File: src/rtl/afaop_pkg.sv
// Package for the file-operand add and AND execute datapath
package afaop_pkg;
	localparam int DATA_W      = 8;
	localparam int INSN_W      = 12;
	localparam int FADDR_W     = 5;
	localparam int FADDR_LSB   = 0;
	localparam int DEST_BIT    = 5;
	localparam int OPC_LSB     = 6;
	localparam int OPC_W       = 6;
	localparam int NIB_W       = 4;
	localparam logic [OPC_W-1:0] OPC_ADD_FILE = 6'h07;
	localparam logic [OPC_W-1:0] OPC_AND_FILE = 6'h05;
	localparam logic [DATA_W-1:0] W_RESET     = 8'h00;
	localparam logic DEST_WORKING = 1'b0;
	localparam logic DEST_FILE    = 1'b1;
	typedef enum {AFA_OP_NONE, AFA_OP_ADD, AFA_OP_AND} afaop_op_e;
endpackage

File: src/rtl/afaop_alu_if.sv
// Interface between the execute control and the arithmetic unit
`timescale 1ns/1ns
`default_nettype none
interface afaop_alu_if;
	import afaop_pkg::*;
	afaop_op_e         op;
	logic [DATA_W-1:0] a;
	logic [DATA_W-1:0] b;
	logic [DATA_W-1:0] res;
	logic              carry;
	logic              dcarry;
	logic              zero;
	modport ctrl (output op, output a, output b, input res, input carry, input dcarry, input zero);
	modport alu  (input op, input a, input b, output res, output carry, output dcarry, output zero);
endinterface
`default_nettype wire

File: src/rtl/afaop_alu.sv
// Combinational add and AND unit with flag generation
`timescale 1ns/1ns
`default_nettype none
module afaop_alu (
	afaop_alu_if.alu alu
);
	import afaop_pkg::*;
	logic [DATA_W:0]  sum;
	logic [NIB_W:0]   low_sum;

	always_comb begin
		sum     = {1'b0, alu.a} + {1'b0, alu.b};
		low_sum = {1'b0, alu.a[NIB_W-1:0]} + {1'b0, alu.b[NIB_W-1:0]};
		unique case (alu.op)
			AFA_OP_ADD: alu.res = sum[DATA_W-1:0];
			AFA_OP_AND: alu.res = alu.a & alu.b;
			default:    alu.res = '0;
		endcase
		alu.carry  = sum[DATA_W];
		alu.dcarry = low_sum[NIB_W];
		alu.zero   = (alu.res == '0);
	end
endmodule
`default_nettype wire

File: src/rtl/afaop_top.sv
// Execute stage for add-working-to-file and and-working-with-file
//
// Notes on behaviour
// - Add-to-file opcode adds working and file register; updates carry, digit carry, zero.
// - Destination bit zero sends the result of either operation to the working register.
// - Destination bit one writes the file register and keeps the working register.
// - AND-with-file opcode ANDs working and file register; updates only zero flag.
`timescale 1ns/1ns
`default_nettype none
module afaop_top
	import afaop_pkg::*;
(
	input  wire logic                          I_CLK,
	input  wire logic                          I_RSTN,
	input  wire logic                          I_EXEC,
	input  wire logic [afaop_pkg::INSN_W-1:0]  I_INSN,
	input  wire logic [afaop_pkg::DATA_W-1:0]  I_FILE_RDATA,
	output logic      [afaop_pkg::FADDR_W-1:0] O_FILE_ADDR,
	output logic                               O_FILE_WE,
	output logic      [afaop_pkg::DATA_W-1:0]  O_FILE_WDATA,
	output logic      [afaop_pkg::DATA_W-1:0]  O_W,
	output logic                               O_CARRY_WE,
	output logic                               O_CARRY,
	output logic                               O_DIGIT_CARRY_FLAG_WE,
	output logic                               O_DIGIT_CARRY_FLAG,
	output logic                               O_ZERO_WE,
	output logic                               O_ZERO,
	output logic                               O_DONE
);
	import afaop_pkg::*;

	afaop_alu_if        alu_bus ();
	afaop_op_e          op;
	logic               dest;
	logic [DATA_W-1:0]  w_q;
	logic [FADDR_W-1:0] faddr_q;
	logic               file_we_q;
	logic [DATA_W-1:0]  wdata_q;
	logic               c_q;
	logic               c_we_q;
	logic               dc_q;
	logic               dc_we_q;
	logic               z_q;
	logic               z_we_q;
	logic               done_q;

	////////////////////////////////////////////////////////////////////////
	// Decode
	// Words that are not taken leave W, write address and data and the flags as they are, and drop every strobe
	always_comb begin
		op = AFA_OP_NONE;
		if (I_EXEC && I_INSN[OPC_LSB +: OPC_W] == OPC_ADD_FILE)
			op = AFA_OP_ADD;
		else if (I_EXEC && I_INSN[OPC_LSB +: OPC_W] == OPC_AND_FILE)
			op = AFA_OP_AND;
	end
	assign dest        = I_INSN[DEST_BIT];
	assign O_FILE_ADDR = I_INSN[FADDR_LSB +: FADDR_W];
	assign alu_bus.op  = op;
	assign alu_bus.a   = w_q;
	assign alu_bus.b   = I_FILE_RDATA;

	// Adder and AND share one operand path
	afaop_alu u_alu (
		.alu (alu_bus)
	);

	////////////////////////////////////////////////////////////////////////
	// Working register
	always_ff @(posedge I_CLK or negedge I_RSTN) begin
		if (!I_RSTN) begin
			w_q <= W_RESET;
		end else if (op != AFA_OP_NONE && dest == DEST_WORKING) begin
			w_q <= alu_bus.res;
		end
	end

	// File write-back
	// A write that lands on the status register itself is resolved by the register file
	always_ff @(posedge I_CLK or negedge I_RSTN) begin
		if (!I_RSTN) begin
			file_we_q <= 1'b0;
			faddr_q   <= '0;
			wdata_q   <= '0;
		end else begin
			file_we_q <= (op != AFA_OP_NONE) && dest == DEST_FILE;
			if (op != AFA_OP_NONE) begin
				faddr_q <= O_FILE_ADDR;
				wdata_q <= alu_bus.res;
			end
		end
	end

	////////////////////////////////////////////////////////////////////////
	// Carry flag, written by add only
	always_ff @(posedge I_CLK or negedge I_RSTN) begin
		if (!I_RSTN) begin
			c_we_q <= 1'b0;
			c_q    <= 1'b0;
		end else begin
			c_we_q <= (op == AFA_OP_ADD);
			if (op == AFA_OP_ADD) begin
				c_q <= alu_bus.carry;
			end
		end
	end

	// Digit carry, carry out of the low nibble, add only
	always_ff @(posedge I_CLK or negedge I_RSTN) begin
		if (!I_RSTN) begin
			dc_we_q <= 1'b0;
			dc_q    <= 1'b0;
		end else begin
			dc_we_q <= (op == AFA_OP_ADD);
			if (op == AFA_OP_ADD) begin
				dc_q <= alu_bus.dcarry;
			end
		end
	end

	// Zero flag, written by both operations
	always_ff @(posedge I_CLK or negedge I_RSTN) begin
		if (!I_RSTN) begin
			z_we_q <= 1'b0;
			z_q    <= 1'b0;
		end else begin
			z_we_q <= (op != AFA_OP_NONE);
			if (op != AFA_OP_NONE) begin
				z_q <= alu_bus.zero;
			end
		end
	end

	// Completion strobe, one per executed word
	always_ff @(posedge I_CLK or negedge I_RSTN) begin
		if (!I_RSTN) begin
			done_q <= 1'b0;
		end else begin
			done_q <= (op != AFA_OP_NONE);
		end
	end

	////////////////////////////////////////////////////////////////////////
	// Outputs

	assign O_W                   = w_q;
	assign O_FILE_WE             = file_we_q;
	assign O_FILE_WDATA          = wdata_q;
	assign O_CARRY               = c_q;
	assign O_CARRY_WE            = c_we_q;
	assign O_DIGIT_CARRY_FLAG    = dc_q;
	assign O_DIGIT_CARRY_FLAG_WE = dc_we_q;
	assign O_ZERO                = z_q;
	assign O_ZERO_WE             = z_we_q;
	assign O_DONE                = done_q;

	////////////////////////////////////////////////////////////////////////
	// Checks
	// Expected values are rebuilt from the operands, not taken from the unit
	chk_add_result: assert property (@(posedge I_CLK) disable iff (!I_RSTN)
		(op == AFA_OP_ADD) |=> (O_FILE_WDATA == 8'(($past(w_q) + $past(I_FILE_RDATA)))))
		else $error("add result wrong");
	chk_add_carry: assert property (@(posedge I_CLK) disable iff (!I_RSTN)
		(op == AFA_OP_ADD) |=> O_CARRY_WE && O_DIGIT_CARRY_FLAG_WE && O_ZERO_WE
		&& O_CARRY == ((9'($past(w_q)) + 9'($past(I_FILE_RDATA))) > 9'h0ff))
		else $error("add flags wrong");
	chk_add_dcarry: assert property (@(posedge I_CLK) disable iff (!I_RSTN)
		(op == AFA_OP_ADD) |=> O_DIGIT_CARRY_FLAG ==
		((5'($past(w_q[NIB_W-1:0])) + 5'($past(I_FILE_RDATA[NIB_W-1:0]))) > 5'h0f))
		else $error("add digit carry wrong");
	chk_add_zero: assert property (@(posedge I_CLK) disable iff (!I_RSTN)
		(op == AFA_OP_ADD) |=> O_ZERO == (8'($past(w_q) + $past(I_FILE_RDATA)) == 8'h00))
		else $error("add zero wrong");
	chk_add_working: assert property (@(posedge I_CLK) disable iff (!I_RSTN)
		(op == AFA_OP_ADD && !dest) |=> O_W == 8'($past(w_q) + $past(I_FILE_RDATA)))
		else $error("add to working wrong");

	// Destination select
	chk_dest_working: assert property (@(posedge I_CLK) disable iff (!I_RSTN)
		(op != AFA_OP_NONE && !dest) |=> (O_W == O_FILE_WDATA) && !O_FILE_WE)
		else $error("working destination wrong");
	chk_dest_file: assert property (@(posedge I_CLK) disable iff (!I_RSTN)
		(op != AFA_OP_NONE && dest) |=> O_FILE_WE && $stable(O_W)
		&& (O_FILE_WDATA == (($past(op) == AFA_OP_ADD)
		? 8'($past(w_q) + $past(I_FILE_RDATA))
		: ($past(w_q) & $past(I_FILE_RDATA)))))
		else $error("file destination wrong");
	chk_and_flags: assert property (@(posedge I_CLK) disable iff (!I_RSTN)
		(op == AFA_OP_AND) |=> !O_CARRY_WE && !O_DIGIT_CARRY_FLAG_WE && O_ZERO_WE
		&& O_ZERO == (($past(w_q) & $past(I_FILE_RDATA)) == 8'h00) && $stable(O_CARRY)
		&& $stable(O_DIGIT_CARRY_FLAG))
		else $error("and flags wrong");
	chk_and_working: assert property (@(posedge I_CLK) disable iff (!I_RSTN)
		(op == AFA_OP_AND && !dest) |=> O_W == ($past(w_q) & $past(I_FILE_RDATA)))
		else $error("and result wrong");

	// Timing and refused words
	chk_one_cycle: assert property (@(posedge I_CLK) disable iff (!I_RSTN)
		(op != AFA_OP_NONE) |=> O_DONE ##1 (O_DONE == $past(op != AFA_OP_NONE)))
		else $error("done timing wrong");
	chk_idle_quiet: assert property (@(posedge I_CLK) disable iff (!I_RSTN)
		(op == AFA_OP_NONE) |=> !O_FILE_WE && !O_ZERO_WE && $stable(O_W))
		else $error("idle write seen");
	chk_idle_hold: assert property (@(posedge I_CLK) disable iff (!I_RSTN)
		(op == AFA_OP_NONE) |=> !O_DONE && !O_CARRY_WE && !O_DIGIT_CARRY_FLAG_WE
		&& $stable(O_FILE_WDATA) && $stable(O_CARRY) && $stable(O_DIGIT_CARRY_FLAG)
		&& $stable(O_ZERO))
		else $error("refused word changed state");
	chk_done_strobes: assert property (@(posedge I_CLK) disable iff (!I_RSTN)
		(O_DONE == O_ZERO_WE) && (O_CARRY_WE == O_DIGIT_CARRY_FLAG_WE) && (!O_CARRY_WE || O_DONE))
		else $error("strobe set inconsistent");
	chk_wb_addr: assert property (@(posedge I_CLK) disable iff (!I_RSTN)
		(op != AFA_OP_NONE && dest) |=> faddr_q == $past(I_INSN[FADDR_LSB +: FADDR_W]))
		else $error("write address wrong");

	// Main scenarios
	cov_add_w: cover property (@(posedge I_CLK) disable iff (!I_RSTN)
		op == AFA_OP_ADD && !dest);
	cov_and_file: cover property (@(posedge I_CLK) disable iff (!I_RSTN)
		op == AFA_OP_AND && dest);
	cov_add_f_carry: cover property (@(posedge I_CLK) disable iff (!I_RSTN)
		op == AFA_OP_ADD && dest && alu_bus.carry);
	cov_and_zero: cover property (@(posedge I_CLK) disable iff (!I_RSTN)
		op == AFA_OP_AND && alu_bus.zero);
	cov_back2back: cover property (@(posedge I_CLK) disable iff (!I_RSTN)
		op != AFA_OP_NONE ##1 op != AFA_OP_NONE);
endmodule
`default_nettype wire

File: config.mk
export PLATFORM = sky130hd
export DESIGN_NAME = afaop_top
export DESIGN_NICKNAME = d
export VERILOG_FILES = /design/src/rtl/afaop_pkg.sv /design/src/rtl/afaop_alu_if.sv /design/src/rtl/afaop_alu.sv /design/src/rtl/afaop_top.sv
export SDC_FILE = /design/constraint.sdc
export NUM_CORES = 1
export LEC_CHECK = 0
export BUFFER_PORTS_ARGS = -buffer_cell sky130_fd_sc_hd__buf_2
export CAP_MARGIN = 20
export CELL_PAD_IN_SITES_DETAIL_PLACEMENT = 2
export CELL_PAD_IN_SITES_GLOBAL_PLACEMENT = 2
export CORE_UTILIZATION = 32
export DETAILED_ROUTE_END_ITERATION = 7
export GPL_TIMING_DRIVEN = 1
export PLACE_DENSITY = 0.8
export RECOVER_POWER = 25
export SLEW_MARGIN = 40
export SYNTH_ARGS = -nofsm -noshare
export SYNTH_HDL_FRONTEND = slang
export SYNTH_HIERARCHICAL = 1
export SYNTH_SLANG_ARGS = --single-unit
File: constraint.sdc
create_clock -name I_CLK -period 4.7 [get_ports I_CLK]
set_input_delay 0.235 -clock I_CLK [delete_from_list [all_inputs] [get_ports I_CLK]]
set_output_delay 0.235 -clock I_CLK [all_outputs]
set_load 0.1 [all_outputs]
==> flow_metrics.tcl <==
set metrics [dict create \
    run_status "completed" \
    hold_viol 0 \
    root_buffer "clkbuf_8" \
    synthToLayoutAreaGrowth_pct 27.0 \
    grt_pass1_wl_um 7220 \
    cts_setup_buffers 0 \
    via_count 1264 \
    synthArstFlopShare_pct 100 \
    overflow 0 \
    drcViolationCount 0 \
    netlist_area_um2 1450 \
    clkLatencyLatePin_ps 280 \
    design_area_um2 1850 \
    finalNetCount 233 \
    num_rows 24 \
    htreeDepth 1 \
    clkSlewWorstSetupHoldPaths_ps 90 \
    drt-vias-per-instance 5.02 \
    yosys_warnings 6 \
    seqPwrFrac_pct 45.4 \
    first_pass_iters 4 \
    hold_path.class "in -> reg" \
    ys_ff_latch 22 \
    sw_frac_of_total_pct 24.6 \
    cts_tree "yes" \
    gp_congestion 0.750 \
    path_delay_family "simple AND/OR/NAND/NOR gates" \
    routed_wl_um 4190 \
    p_leak_nw 1.05 \
    hold_end "O_FILE_WE$_DFF_PN0_" \
    worst-setup-path-type "reg -> reg" \
    clkSinkCount 22 \
    fin_tns_setup_ps 0 \
    power_uw 424 \
    clock.fmax_mhz 349 \
    relSlewSlack_pct 16.6 \
    cp_max_fo 3 \
    worstMarginPinSlew_ps 1250 \
    power.share.clock_pct 42.7 \
    p_int_uw 320 \
    final_layout_size_suffix_gt1_share_pct 39.5 \
    ys_seq_area_share_pct 37.9 \
    synth_top_area_share_pct 37.9 \
    hold_depth 3 \
    placed_cell_area_um2 1770 \
    vdd_drop_max_uv 212 \
    cts_buffer_depth 2 \
    powerDensity_nw_per_um2 230 \
    postRouteAntennaNets 0 \
    grt_max_degree 23 \
    synth_largest_area_cell "dfrtp_1" \
    synth_flop_cell "dfrtp_1" \
    antenna_found_initial 0 \
    yosys-top-cells-area "dfrtp_1 (38%), mux2_2 (15%), ha_1 (6.9%), nor4_1 (4.3%), buf_4 (3.6%)" \
    first_iter_violations 63 \
    synth_edf_count 0 \
    arrival_ps 3090 \
    grt_usage_pct 19.3 \
    die_y_um 69.4 \
    synth_cells 133 \
    worstSetupEndpointType "register" \
    ys_top_cells_by_count "dfrtp_1 (22), mux2_2 (19), nor4_1 (10)" \
    drv_cap 0 \
    syn_area_per_cell_um2 10.9 \
    path_cells "ha_1, inv_1, fa_1, nand2b_4, a21oi_2, xor2_1, a2111o_1, or4_1, nor4b_2, mux2_2" \
    synth_cell_type_count 43 \
    dp_hpwl_um 3290 \
    fin_ws_ps 1840 \
    critPathLaunchType "register" \
    worstHoldStart "I_INSN[5]" \
    finalMaxSlewViolations 0 \
    worstReg2RegEnd "O_ZERO$_DFFE_PN0P_" \
    slowest_stage "or4_1" \
    path_buf_inv 1 \
    holdWs_ps 221 \
    cts-buffers-inserted 3 \
    rsz0062_at_grt "no" \
    routedWlPerCell_um 16.6 \
    initial_core_util_pct 33.4 \
    die-width_um 69.4 \
    period_share_pct 60.9 \
    min_period_ps 2860 \
    pwr-share-comb_pct 11.9 \
    rr_worst_depth 10 \
    worst-r2r-setup-slack_ps 1840 \
    dpl_worst_slack_ps 1880 \
    grt_pass1_vias 1413 \
    synth_most_common_cell "dfrtp_1" \
    place.port_buffers 41 \
    setup_viol 0 \
    switching_power_uw 104 \
    dieArea_um2 4820 \
    crit_required_ps 4920 \
    clock_skew_ps 10.6 \
    r2r-start "O_W[0]$_DFFE_PN0P_" \
    fp.coreArea_um2 4350 \
    slowest_delay_ps 430 \
    ios 52 \
    antenna_cells 0 \
]
## tightest hold or removal path, cell delays in order
cell and delay [ps]:
buf_2 90, inv_1 70, nor2_1 50
## how the worst max path moves through the flow
stage	endpoint	from	slack, ps	depth (start not counted)
finish	O_ZERO$_DFFE_PN0P_	O_W[0]$_DFFE_PN0P_	1840	10
global route	O_ZERO$_DFFE_PN0P_	O_W[0]$_DFFE_PN0P_	1600	10
CTS	O_ZERO$_DFFE_PN0P_	O_W[0]$_DFFE_PN0P_	1810	10
detailed placement	O_ZERO$_DFFE_PN0P_	O_W[0]$_DFFE_PN0P_	1880	10
global placement	O_ZERO$_DFFE_PN0P_	O_W[0]$_DFFE_PN0P_	2000	10
floorplan	O_ZERO$_DFFE_PN0P_	O_W[0]$_DFFE_PN0P_	1380	10
## power groups by stage
stage / clock network [mW] / logic [mW] / registers, mW
6_report: 0.181 / 0.0506 / 0.193
3_5_place_dp: 0 / 0.0495 / 0.196
2_1_floorplan: 0 / 0.0378 / 0.211
4_1_cts: 0.184 / 0.0504 / 0.193
5_1_grt: 0.190 / 0.0551 / 0.193
3_3_place_gp: 0 / 0.0479 / 0.196
## repair_timing
item | CTS | global route
gates resized for setup | 0 | 0
hold buffers | 1 | 0
hold endpoints to repair | 22 | 0
## logic make-up after synthesis
family / count (synthesis) / share of synthesized area (%)
multiplexers: 19 / 14.7
XOR/XNOR: 4 / 2.41
AO/OA/AOI/OAI: 18 / 10.7
flip-flops: 22 / 37.9
buffers and inverters: 17 / 6.71
AND/OR/NAND/NOR: 43 / 19.1
other: 1 / 0.258
adder cells (fa/ha/maj): 9 / 8.26
## through the flow
step | cells | utilization [%]
5_1_grt | 252 | 42.4
3_5_place_dp | 247 | 40.6
3_3_place_gp | 247 | 40.6
4_1_cts | 252 | 42.5
6_report | 252 | 42.4
2_1_floorplan | 162 | -
## placed cells by master (no fill, tap or decap), types with 3 or more instances in the layout
cell	n
conb_1	30
dfrtp_1	22
buf_2	40
nor4_1	10
mux2_2	19
nand2_1	7
nor2_1	5
ha_1	8
inv_1	9
clkbuf_8	3
## flip-flops by register name (all words and copies together), names as in the netlist
register,flops
O_CARRY,1
O_CARRY_WE,1
O_DIGIT_CARRY_FLAG,1
O_FILE_WDATA,8
O_FILE_WE,1
O_W,8
O_ZERO,1
O_ZERO_WE,1
## per-layer routing
layer	GRT usage [%]	up-vias	share of wire, %
met3	1.74	5	2.7
met2	35.0	30	53
met5	0	-	0
li1	-	588	-
met1	23.4	641	42
met4	7.48	0	1.7
## layout make-up
type / instances / area (um2)
fillers: 502 / 2510
multi-input cells: 123 / 912
flip-flops and latches: 22 / 551
repair buffers: 42 / 214
well taps: 52 / 65.1
clock buffers: 3 / 41.3
inverters: 9 / 33.8
clock inverters: 1 / 30.0
No activity file was read; power rests on OpenSTA's default activity.
